**src/hw/lptt_pkg.sv**
```systemverilog
/*
  Shared constants and carriers of the low power tick timer with capture.
  Assumes a 50 MHz bus clock and a free 32 kHz clock arriving on a pin.
*/
package lptt_pkg;

  // register indices; byte address is four times the index
  localparam logic [7:0] IDX_CPT_SLOW_HIGH = 8'hab;
  localparam logic [7:0] IDX_CPT_FINE = 8'hac;
  localparam logic [7:0] IDX_CONFIG = 8'hb3;
  localparam logic [7:0] IDX_CMP_LOW = 8'hb4;
  localparam logic [7:0] IDX_CMP_HIGH = 8'hb5;
  localparam logic [7:0] IDX_CPT_SLOW_LOW = 8'hb6;
  localparam logic [7:0] IDX_IRQ_STATUS = 8'hc0;
  localparam logic [7:0] IDX_IRQ_ENABLE = 8'hc1;
  localparam logic [7:0] IDX_IRQ_CLEAR = 8'hc2;

  // config field positions
  localparam int CFG_EN_BIT = 0;
  localparam int CFG_MODE_LO = 1;
  localparam int CFG_MODE_HI = 2;
  localparam int CFG_RADIO_BIT = 3;
  localparam int CFG_SWCAP_BIT = 4;

  // compare modes
  localparam logic [1:0] MODE_FREE = 2'h2;
  localparam logic [1:0] MODE_CLEAR = 2'h3;

  // reset values
  localparam logic [7:0] CMP_RESET = 8'hff;
  localparam logic [7:0] CPT_RESET = 8'h00;

  // timing
  localparam int CLK_FREQ_HZ = 50000000;
  localparam int LF_FREQ_HZ = 32768;
  localparam int TICK_HALF_NS = 15259;
  localparam int TICK_CYC_RAW = (TICK_HALF_NS * (CLK_FREQ_HZ / 1000000)) / 1000;
  localparam int TICK_CYC = (TICK_CYC_RAW < 1) ? 1 : TICK_CYC_RAW;

  typedef struct packed {
    logic radio_en;
    logic [1:0] mode;
    logic en;
  } lptt_cfg_s;

  typedef struct packed {
    logic capture;
    logic tick;
  } lptt_irq_s;

  typedef enum logic [1:0] {
    BUS_IDLE = 2'b00,
    BUS_RDWAIT = 2'b01
  } lptt_bus_e;

endpackage

```
**src/hw/lptt_top.sv**
```systemverilog
/*
  Low power tick timer: 16-bit timer on the 32 kHz clock, compare tick with
  early wake request, dual capture, AHB-Lite register slave, interrupt.
  Assumes one AHB-Lite master, lf_clk_pin and radio_irq_pin asynchronous.
*/
`timescale 1ns/100ps
`default_nettype none

module lptt_top
  import lptt_pkg::*;
#(
  parameter int FINE_W = 9
)(
  input wire logic hclk,
  input wire logic hresetn,
  input wire logic hsel,
  input wire logic [31:0] haddr,
  input wire logic [1:0] htrans,
  input wire logic hwrite,
  input wire logic [2:0] hsize,
  input wire logic [31:0] hwdata,
  input wire logic hready,
  output logic hreadyout,
  output logic hresp,
  output logic [31:0] hrdata,
  input wire logic lf_clk_pin,
  input wire logic radio_irq_pin,
  output logic tick_o,
  output logic wake_o,
  output logic irq_o
);

  if (FINE_W < 2 || FINE_W > 16)
  begin : g_chk
    $error("lptt_top: FINE_W must lie in 2..16");
  end

  ////////////////////////////////////////////////////////////////////////////
  // pin synchronisers, one per pin
  logic [1:0] pin_in;
  logic [1:0] sync1_reg;
  logic [1:0] sync2_reg;
  logic [1:0] sync3_reg;
  assign pin_in = {radio_irq_pin, lf_clk_pin};

  for (genvar i = 0; i < 2; i++)
  begin : g_sync
    always_ff @(posedge hclk or negedge hresetn)
    begin
      if (!hresetn)
      begin
        sync1_reg[i] <= 1'b0;
        sync2_reg[i] <= 1'b0;
        sync3_reg[i] <= 1'b0;
      end
      else
      begin
        sync1_reg[i] <= pin_in[i];
        sync2_reg[i] <= sync1_reg[i];
        sync3_reg[i] <= sync2_reg[i];
      end
    end
  end

  logic lf_rise;
  logic radio_rise;
  assign lf_rise = sync2_reg[0] & ~sync3_reg[0];
  assign radio_rise = sync2_reg[1] & ~sync3_reg[1];

  ////////////////////////////////////////////////////////////////////////////
  // bus slave: writes take no wait, reads take one so data is current
  lptt_bus_e bus_reg, bus_next;
  logic wr_pend_reg, wr_pend_next;
  logic [7:0] idx_reg, idx_next;
  logic hit_reg, hit_next;
  logic hreadyout_reg, hreadyout_next;
  logic [31:0] hrdata_reg, hrdata_next;
  logic [31:0] rd_mux;
  logic acc;
  logic acc_hit;

  lptt_cfg_s cfg_reg, cfg_next;
  lptt_irq_s status_reg, status_next, irq_en_reg, irq_en_next;
  logic [7:0] cmp_lo_reg, cmp_lo_next, cmp_hi_reg, cmp_hi_next;
  logic [15:0] cpt_slow_reg, cpt_slow_next;
  logic [7:0] cpt_fine_reg, cpt_fine_next;

  assign acc = hsel & htrans[1] & hready;
  assign acc_hit = (haddr[31:10] == 22'h000000) && (haddr[1:0] == 2'h0);

  always_comb
  begin
    rd_mux = 32'h00000000;
    if (hit_reg)
    begin
      case (idx_reg)
        IDX_CPT_SLOW_HIGH: rd_mux = {24'h000000, cpt_slow_reg[15:8]};
        IDX_CPT_FINE: rd_mux = {24'h000000, cpt_fine_reg};
        // trigger bit reads back as zero
        IDX_CONFIG: rd_mux = {28'h0000000, cfg_reg};
        IDX_CMP_LOW: rd_mux = {24'h000000, cmp_lo_reg};
        IDX_CMP_HIGH: rd_mux = {24'h000000, cmp_hi_reg};
        IDX_CPT_SLOW_LOW: rd_mux = {24'h000000, cpt_slow_reg[7:0]};
        IDX_IRQ_STATUS: rd_mux = {30'h00000000, status_reg};
        IDX_IRQ_ENABLE: rd_mux = {30'h00000000, irq_en_reg};
        default: rd_mux = 32'h00000000;
      endcase
    end
  end

  always_comb
  begin
    bus_next = bus_reg;
    wr_pend_next = 1'b0;
    idx_next = idx_reg;
    hit_next = hit_reg;
    hreadyout_next = 1'b1;
    hrdata_next = hrdata_reg;
    case (bus_reg)
      BUS_IDLE:
      begin
        if (acc)
        begin
          idx_next = haddr[9:2];
          hit_next = acc_hit;
          wr_pend_next = hwrite;
          if (!hwrite)
          begin
            bus_next = BUS_RDWAIT;
            hreadyout_next = 1'b0;
          end
        end
      end
      BUS_RDWAIT:
      begin
        hrdata_next = rd_mux;
        bus_next = BUS_IDLE;
      end
      default: bus_next = BUS_IDLE;
    endcase
  end

  always_ff @(posedge hclk or negedge hresetn)
  begin
    if (!hresetn)
    begin
      bus_reg <= BUS_IDLE;
      wr_pend_reg <= 1'b0;
      idx_reg <= 8'h00;
      hit_reg <= 1'b0;
      hreadyout_reg <= 1'b1;
      hrdata_reg <= 32'h00000000;
    end
    else
    begin
      bus_reg <= bus_next;
      wr_pend_reg <= wr_pend_next;
      idx_reg <= idx_next;
      hit_reg <= hit_next;
      hreadyout_reg <= hreadyout_next;
      hrdata_reg <= hrdata_next;
    end
  end

  assign hreadyout = hreadyout_reg;
  assign hrdata = hrdata_reg;
  assign hresp = 1'b0;

  logic wr_ok;
  assign wr_ok = wr_pend_reg & hit_reg;

  ////////////////////////////////////////////////////////////////////////////
  // timer core, fine counter, capture, tick and wake
  logic [15:0] timer_reg, timer_next;
  logic [FINE_W-1:0] fine_reg, fine_next;
  logic [15:0] cmp_val;
  logic [15:0] timer_inc;
  logic [15:0] precmp;
  logic sw_cap, cap_now, cmp_on, tick_start;
  logic wake_reg, wake_next, tick_reg, tick_next;
  logic [15:0] tick_cnt_reg, tick_cnt_next;
  logic irq_reg, irq_next;
  lptt_irq_s clr;

  assign cmp_val = {cmp_hi_reg, cmp_lo_reg};
  assign timer_inc = timer_reg + 16'h0001;
  // internal pre-compare value: one count ahead of the match
  assign precmp = cmp_val - 16'h0001;
  assign cmp_on = cfg_reg.mode[1];
  assign sw_cap = wr_ok && (idx_reg == IDX_CONFIG) && hwdata[CFG_SWCAP_BIT];
  assign cap_now = cfg_reg.en & (sw_cap | (cfg_reg.radio_en & radio_rise));
  // tick only with compare on, and only after wake is up
  assign tick_start = cfg_reg.en & lf_rise & cmp_on & wake_reg & (timer_next == cmp_val);
  assign clr = (wr_ok && idx_reg == IDX_IRQ_CLEAR) ? lptt_irq_s'(hwdata[1:0]) : 2'h0;

  always_comb
  begin
    cfg_next = cfg_reg;
    cmp_lo_next = cmp_lo_reg;
    cmp_hi_next = cmp_hi_reg;
    irq_en_next = irq_en_reg;
    if (wr_ok)
    begin
      case (idx_reg)
        IDX_CONFIG: cfg_next = lptt_cfg_s'(hwdata[CFG_RADIO_BIT:CFG_EN_BIT]);
        IDX_CMP_LOW: cmp_lo_next = hwdata[7:0];
        IDX_CMP_HIGH: cmp_hi_next = hwdata[7:0];
        IDX_IRQ_ENABLE: irq_en_next = lptt_irq_s'(hwdata[1:0]);
        default: cfg_next = cfg_reg;
      endcase
    end
    timer_next = timer_reg;
    // one count per 32 kHz edge, so a count is one period
    if (cfg_reg.en && lf_rise)
    begin
      // match clears timer in mode 11
      if (cfg_reg.mode == MODE_CLEAR && timer_reg == cmp_val)
        timer_next = 16'h0000;
      else
        timer_next = timer_inc;
    end
    // cycles since last lf edge; saturates instead of wrapping
    if (lf_rise)
      fine_next = '0;
    else if (fine_reg != {FINE_W{1'b1}})
      fine_next = fine_reg + 1'b1;
    else
      fine_next = fine_reg;
    cpt_slow_next = cpt_slow_reg;
    cpt_fine_next = cpt_fine_reg;
    if (cap_now)
    begin
      cpt_slow_next = timer_reg;
      cpt_fine_next = 8'(fine_reg[FINE_W-1:1]);
    end
    // wake one count ahead of the match
    wake_next = wake_reg;
    if (!cfg_reg.en || !cmp_on)
      wake_next = 1'b0;
    else if (lf_rise && timer_next == precmp)
      wake_next = 1'b1;
    else if (tick_reg && tick_cnt_reg == 16'h0001)
      wake_next = 1'b0;
    // tick lasts half an lf period
    tick_cnt_next = tick_cnt_reg;
    // a stale count must not revive the tick after re-enable
    if (!cfg_reg.en)
      tick_cnt_next = 16'h0000;
    else if (tick_start)
      tick_cnt_next = 16'(TICK_CYC);
    else if (tick_cnt_reg != 16'h0000)
      tick_cnt_next = tick_cnt_reg - 16'h0001;
    tick_next = cfg_reg.en && (tick_start || tick_cnt_reg > 16'h0001);
    // set wins over clear
    status_next = lptt_irq_s'((status_reg & ~clr) | {cap_now, tick_start});
    irq_next = |(status_reg & irq_en_reg);
  end

  always_ff @(posedge hclk or negedge hresetn)
  begin
    if (!hresetn)
    begin
      cfg_reg <= '0;
      cmp_lo_reg <= CMP_RESET;
      cmp_hi_reg <= CMP_RESET;
      irq_en_reg <= '0;
      status_reg <= '0;
      timer_reg <= 16'h0000;
      fine_reg <= '0;
      cpt_slow_reg <= {CPT_RESET, CPT_RESET};
      cpt_fine_reg <= CPT_RESET;
      wake_reg <= 1'b0;
      tick_reg <= 1'b0;
      tick_cnt_reg <= 16'h0000;
      irq_reg <= 1'b0;
    end
    else
    begin
      cfg_reg <= cfg_next;
      cmp_lo_reg <= cmp_lo_next;
      cmp_hi_reg <= cmp_hi_next;
      irq_en_reg <= irq_en_next;
      status_reg <= status_next;
      timer_reg <= timer_next;
      fine_reg <= fine_next;
      cpt_slow_reg <= cpt_slow_next;
      cpt_fine_reg <= cpt_fine_next;
      wake_reg <= wake_next;
      tick_reg <= tick_next;
      tick_cnt_reg <= tick_cnt_next;
      irq_reg <= irq_next;
    end
  end

  assign tick_o = tick_reg;
  assign wake_o = wake_reg;
  assign irq_o = irq_reg;

  ////////////////////////////////////////////////////////////////////////////
  // checks
  property p_cap_both;
    @(posedge hclk) disable iff (!hresetn)
    cap_now |=> (cpt_slow_reg == $past(timer_reg)) && (cpt_fine_reg == 8'($past(fine_reg) >> 1));
  endproperty
  a_cap_both: assert property (p_cap_both) else $error("capture pair wrong");

  property p_sw_cap;
    @(posedge hclk) disable iff (!hresetn)
    (sw_cap && cfg_reg.en) |=> cpt_slow_reg == $past(timer_reg);
  endproperty
  a_sw_cap: assert property (p_sw_cap) else $error("software capture missed");

  property p_fine_zero;
    @(posedge hclk) disable iff (!hresetn)
    lf_rise ##1 !lf_rise [*2] |-> fine_reg == FINE_W'(1);
  endproperty
  a_fine_zero: assert property (p_fine_zero) else $error("fine count not from edge");

  property p_radio_off;
    @(posedge hclk) disable iff (!hresetn)
    (radio_rise && !cfg_reg.radio_en && !sw_cap) |=> $stable(cpt_slow_reg) && $stable(cpt_fine_reg);
  endproperty
  a_radio_off: assert property (p_radio_off) else $error("radio capture while off");

  property p_mode_off;
    @(posedge hclk) disable iff (!hresetn)
    !cfg_reg.mode[1] |=> !$rose(tick_reg);
  endproperty
  a_mode_off: assert property (p_mode_off) else $error("tick with compare off");

  property p_clear;
    @(posedge hclk) disable iff (!hresetn)
    (cfg_reg.en && lf_rise && cfg_reg.mode == MODE_CLEAR && timer_reg == cmp_val) |=> timer_reg == 16'h0000;
  endproperty
  a_clear: assert property (p_clear) else $error("timer not cleared on match");

  property p_tick_len;
    @(posedge hclk) disable iff (!hresetn)
    $rose(tick_reg) && cfg_reg.en |-> tick_reg [*8];
  endproperty
  a_tick_len: assert property (p_tick_len) else $error("tick too short");

  property p_wrap;
    @(posedge hclk) disable iff (!hresetn)
    (cfg_reg.en && lf_rise && cfg_reg.mode == MODE_FREE) |=> timer_reg == $past(timer_inc);
  endproperty
  a_wrap: assert property (p_wrap) else $error("mode 10 did not count on");

  property p_wake_first;
    @(posedge hclk) disable iff (!hresetn)
    $rose(tick_reg) |-> $past(wake_reg, 2);
  endproperty
  a_wake_first: assert property (p_wake_first) else $error("tick before wake");

  property p_off_ground;
    @(posedge hclk) disable iff (!hresetn)
    !cfg_reg.en |=> !tick_reg && !wake_reg && $stable(timer_reg);
  endproperty
  a_off_ground: assert property (p_off_ground) else $error("disabled core active");

  property p_count;
    @(posedge hclk) disable iff (!hresetn)
    (cfg_reg.en && lf_rise && cfg_reg.mode != MODE_CLEAR) |=> timer_reg == $past(timer_reg) + 16'h0001;
  endproperty
  a_count: assert property (p_count) else $error("timer missed an lf edge");

endmodule // lptt_top

`default_nettype wire

```
**config.mk**
```make
export PLATFORM = sky130hd
export DESIGN_NAME = lptt_top
export DESIGN_NICKNAME = d
export VERILOG_FILES = /design/src/hw/lptt_pkg.sv /design/src/hw/lptt_top.sv
export SDC_FILE = /design/constraint.sdc
export NUM_CORES = 1
export LEC_CHECK = 0
export BUFFER_PORTS_ARGS = -buffer_cell sky130_fd_sc_hd__buf_2
export CORE_UTILIZATION = 52
export DETAILED_ROUTE_END_ITERATION = 10
export PLACE_DENSITY = 0.77
export SKIP_LAST_GASP = 1
export SLEW_MARGIN = 20
export SYNTH_ARGS = -nofsm -noshare
export SYNTH_HDL_FRONTEND = slang
export SYNTH_SLANG_ARGS = --single-unit
```
**constraint.sdc**
```tcl
create_clock -name hclk -period 2.8 [get_ports hclk]
set_input_delay 0.56 -clock hclk [delete_from_list [all_inputs] [get_ports hclk]]
set_output_delay 0.56 -clock hclk [all_outputs]
set_load 0.1 [all_outputs]
```
## Word-level counts from Yosys, hierarchy flattened

Index checks and enable logic that the tools add are counted.

| word-level totals | value |
|---|---|
| logic and storage cells | 118 |
| register bits | 143 |
| input port bits | 76 |
| output and inout port bits | 37 |

| operators by class | value |
|---|---|
| $lt $le $gt $ge | 1 |
| add/subtract/negate cells | 4 |
| bitwise logic cells | 18 |
| reductions and logical operators | 26 |
| multiplexer cells | 21 |
| equal/unequal tests | 19 |

Operators with widths:

| kind | count |
|---|---|
| 16-bit 2-to-1 mux | 5 |
| 8-bit == test (second input constant) | 9 |
| 8-bit case mux with 8 select lines | 1 |
| 16-bit == test | 3 |
| 16-bit by 1-bit subtractor with 16-bit output (second input constant) | 2 |
| 22-bit zero test | 1 |
| 9-bit 2-to-1 mux | 2 |
| 16-bit by 1-bit adder with 16-bit output (second input constant) | 1 |
| 16-bit by 1-bit == test with 1-bit output (second input constant) | 1 |
| 16-bit by 1-bit > comparator with 1-bit output (second input constant) | 1 |
| 16-bit nonzero test | 1 |
| 2-bit AND reduction | 6 |
| 1-bit bitwise AND | 11 |
| 9-bit by 1-bit adder with 9-bit output (second input constant) | 1 |
| 1-bit logical AND | 9 |
| 9-bit inequality test (second input constant) | 1 |
| 1-bit 2-to-1 mux | 8 |
| 2-bit 2-to-1 mux | 4 |
| 8-bit 2-to-1 mux | 1 |
| 2-bit bitwise AND | 2 |
| 2-bit zero test | 2 |
| 2-bit inequality test (second input constant) | 2 |
| 3-bit by 1-bit inequality test with 1-bit output (second input constant) | 1 |
| 3-bit nonzero test | 1 |
| 10 further kinds | 13 |

## Logic depth before layout (Yosys ltp)

| logic depth | value |
|---|---|
| depth after elaboration | 8 |
| mapped depth | 11 |
| depth with buffers taken out | 9 |

## Worst setup path after synthesis

OpenSTA, ideal clock, no wires.

| timing path | value |
|---|---|
| kind | register -> register |
| start | reg timer_reg[0] |
| end | reg tick_cnt_reg[12] |
| clock period less this slack | 3.100 ns |
| required time | 2.677 ns |
| setup slack | -0.300 ns |
| buffers on the path | 2 |
| cell stages (with the launch flop) | 12 |
| library setup time | 0.123 ns |
| arrival time | 2.977 ns |
| cells stage by stage | dfrtp_1 > ha_1 > and4b_1 > or4b_1 > buf_2 > or3_1 > a22oi_2 > xnor2_1 > nand4_1 > nor4_4 > buf_6 > nor3b_2 |

| between the ends | value |
|---|---|
| longest elaborated chain between the ends | 8 |
| elaborated cells between the ends (all ways) | 10 |

RTL lines:

| what | line | RTL |
|---|---|---|
| start: declaration | lptt_top.sv:174 | `logic [15:0] timer_reg, timer_next;` |
| start signal: assignment | lptt_top.sv:284 | `timer_reg <= timer_next;` |
| branches (longest 2 deep; another with 16-bit by 1-bit adder with 16-bit output) | n/a |  |
| 16-bit 2-to-1 mux * | lptt_top.sv:217 | `if (cfg_reg.mode == MODE_CLEAR && timer_reg == cmp_val)` |
| 16-bit 2-to-1 mux * | lptt_top.sv:214 | `if (cfg_reg.en && lf_rise)` |
| via timer_next[12] | lptt_top.sv:174 |  |
| 16-bit == test * | lptt_top.sv:193 | `assign tick_start = cfg_reg.en & lf_rise & cmp_on & wake_reg & (timer_next == cmp_val);` |
| 1-bit bitwise AND * | lptt_top.sv:193 |  |
| 16-bit 2-to-1 mux | lptt_top.sv:249 | `else if (tick_start)` |
| 16-bit 2-to-1 mux | lptt_top.sv:247 | `if (!cfg_reg.en)` |
| end signal: assignment | lptt_top.sv:290 | `tick_cnt_reg <= tick_cnt_next;` |
| end: declaration | lptt_top.sv:181 | `logic [15:0] tick_cnt_reg, tick_cnt_next;` |

Mark *: on every way through the listed nets, which the timed path passes.
A chain may end at the register's enable or synchronous reset.

## Final worst setup path

| timing path | value |
|---|---|
| start | reg timer_reg[0] |
| end | reg tick_cnt_reg[4] |

Same word-level chain as after synthesis.

==> qor.csv <==
stage,metric,value,unit
outcome,status,finished with violations,
outcome,violations,setup timing,
placed_design,dp.cells,944,
sta,setup_ws,-87.59,ps
layout,areaGrowthSynthToFinish,25.00,%
routing,drt-wirelength-per-cell,19.06,um
global_routing,grt_pass1_vias,5873,
layout,layout_commonest_cell,buf_4,
layout,nFillCells,995,
layout,regArea,0.002975,sq mm
synth,synth.largest_area_cell,dfrtp_1,
synth,synth.top_cell.area_share,0.3719,
min_path,hold_class,input port to asynchronous set/reset pin,
sta,worstMarginPinSlew,828.4,ps
placed_design,portBuffers,59,
synth,synth-xor-area-share,0.1062,
global_routing,grt_max_degree,57,
setup_path,required,3150,ps
global_routing,antenna_found_initial,0,
placed_design,placed_cell_area,0.007799,sq mm
layout,final_cell_mix,"buf_4, dfrtp_1, buf_2",
setup_path,reg2reg_from,timer_reg[0],
synth,synthAdderAreaFrac,0.01105,
setup_path,r2r_end,tick_cnt_reg[4],
clocking,clk_latency,420,ps
die,coreArea,0.01267,sq mm
synth,synth_seq_area_share,0.4376,
routing,wl,18740,um
clocking,cts_root_buf,clkbuf_16,
synth,yosys_warnings,0,
layout,design_area,0.008496,sq mm
flow_run,cap_violations,0,
synth,synth_seq_cells,118,
sta,fmax,346.3,MHz
global_routing,grt_overflow_total,0,
routing,drtAntennaViolNets,0,
synth,synthArstFlopShare,1.000,
synth,synthMuxAreaShare,0.1024,
setup_path,reg2reg_slack,-90,ps
routing,drt-vias-per-instance,5.678,
routing,drc,0,
sta,setup_viol,18,
routing,first_pass_iters,6,
layout,layout.nets,880,
layout,drive_above_1_share,0.3588,
clocking,cts_sinks,118,
synth,synth_ff_type,dfrtp_1,
clocking,cts_buffer_depth,2,
sta,holdWs,187.3,ps
placed_design,hpwl,13900,um
die,die_h,116.3,um
layout,num_antenna_cells,0,
layout,final_cells,983,
power_and_ir_drop,p_total,4.564,mW
power_and_ir_drop,pwr_density_cell,537.2,mW/mm^2
die,rows,41,
setup_path,path_max_fanout,8,
power_and_ir_drop,peakVddDrop,0.4173,mV
die,io_pins,113,
synth,synth_top_family_by_area,simple AND/OR/NAND/NOR gates,
routing,via_count,5581,
sta,rsz0062_at_grt,true,
synth,synth_edf_count,0,
sta,period_share,1.031,
setup_path,r2r_cells,11,
global_routing,grt_pass1_wl,30240,um
sta,final_hold_viol_count,0,
synth,syn_inst,654,
sta,post-route-min-period,2888,ps
setup_path,crit_type,flip-flop to flip-flop,
sta,slew_headroom,0.4426,
die,die_w,116.3,um
synth,synth-compound-area-share,0.09978,
die,start_util,0.5364,
clocking,path_clk_slew,60,ps
synth,synthTopCellsByArea,"dfrtp_1, mux2_2, dfstp_2",
synth,ys_types,70,
power_and_ir_drop,power_leakage,4.083,nW
synth,synth.avg_cell_area,10.39,sq um
sta,skew,6.664,ps
sta,tns,-1301,ps
setup_path,cp-end-kind,flip-flop,
setup_path,arrival,3240,ps
routing,drt_iter0_markers,340,
clocking,cts_made_buffers,17,
placed_design,gp_congestion,0.9338,
global_routing,grt.total_usage,0.3050,
synth,synth_simple_gate_area_share,0.1764,
clocking,htree_levels,4,
clocking,cts_tree,built,
sta,final_max_slew_viol_count,0,
layout,multi_input_area,0.003507,sq mm
die,die-area,0.01353,sq mm
setup_path,crit_path_start_kind,flip-flop,
synth,synth_area,0.006797,sq mm
report_power, final:
| group | leakage (nW) | internal, mW | switching, mW |
|---|---|---|---|
| Clock | 0.278 | 1.33 | 0.873 |
| Combinational | 2.25 | 0.174 | 0.355 |
| Sequential | 1.55 | 1.77 | 0.0605 |
| Total | 4.08 | 3.28 | 1.29 |
worst max path at each step:
stage                       from  slack, ps  cells past startpoint               end
detailed placement  sync3_reg[0]       -290                     10   tick_cnt_reg[1]
global route        timer_reg[1]       -240                     11  tick_cnt_reg[11]
finish              timer_reg[0]        -90                     11   tick_cnt_reg[4]
floorplan           timer_reg[0]       -210                     11  tick_cnt_reg[12]
CTS                 timer_reg[0]        -90                     10  tick_cnt_reg[14]
global placement      cfg_reg[0]       -300                     10   tick_cnt_reg[1]
repair_timing:
action / CTS / global route
buffers inserted: 5 / 2
endpoints found under the setup margin: 19 / 19
hold buffers: 0 / 0
gates resized for setup: 8 / 5
pin swaps: 7 / 8
layer usage:
layer / wire (um) / global-route usage / up-vias
li1: - / - / 2583
met1: 7673 / 0.3790 / 2720
met2: 9138 / 0.5073 / 220
met3: 1168 / 0.06124 / 58
met4: 757 / 0.1521 / 0
met5: 0 / 0 / -
Yosys cell counts (all sizes together), types with 2 or more instances:
library cell,count
dfrtp,101
mux2,52
nand2,49
xnor2,41
buf,38
nor2,27
clkbuf,26
xor2,26
o21ai,25
inv,24
nor3,21
nor4,18
dfstp,17
a21oi,16
nand4,15
nor3b,15
nand3,12
mux2i,11
or3,10
a22oi,9
and2,9
o22ai,8
a21o,7
nor2b,7
a222oi,6
ha,6
xnor3,6
and4,4
nand3b,4
o31ai,4
or4,4
and3,3
and4b,3
nand2b,3
a211oi,2
a21boi,2
and3b,2
o211ai,2
o31a,2
critical path, cell delays in order (launching register included):
cell and delay, ps:
dfrtp_1 350, ha_2 190, and4b_1 200, or4b_4 520
or3_4 380, a22oi_2 230, xnor2_2 150, nand4_1 150
nor4_4 220, buf_4 190, buf_6 130, a21o_1 100
logic make-up after synthesis:
logic type	count (synthesis)
AND/OR/NAND/NOR	210
XOR/XNOR	73
AO/OA/AOI/OAI	95
adder cells (fa/ha/maj)	6
other	1
buffers and inverters	88
multiplexers	63
flip-flops	118
area by class of cell:
class,count,area share
clock buffer,17,0.05007
clock inverter,15,0.01988
inverter,24,0.01060
multi-input combinational,472,0.4128
sequential,118,0.3502
tap,172,0.02533
timing repair buffer,165,0.1311
metrics by stage:
| step | utilization | setup WS [ps] |
|---|---|---|
| finish | 0.6705 | -87.59 |
| global route | 0.6705 | -245.0 |
| CTS | 0.6675 | -86.22 |
| detailed placement | 0.6155 | -294.4 |
| global placement | 0.6155 | -298.1 |
| floorplan | - | -213.4 |
Note: power is estimated with default switching activity, not from simulation.
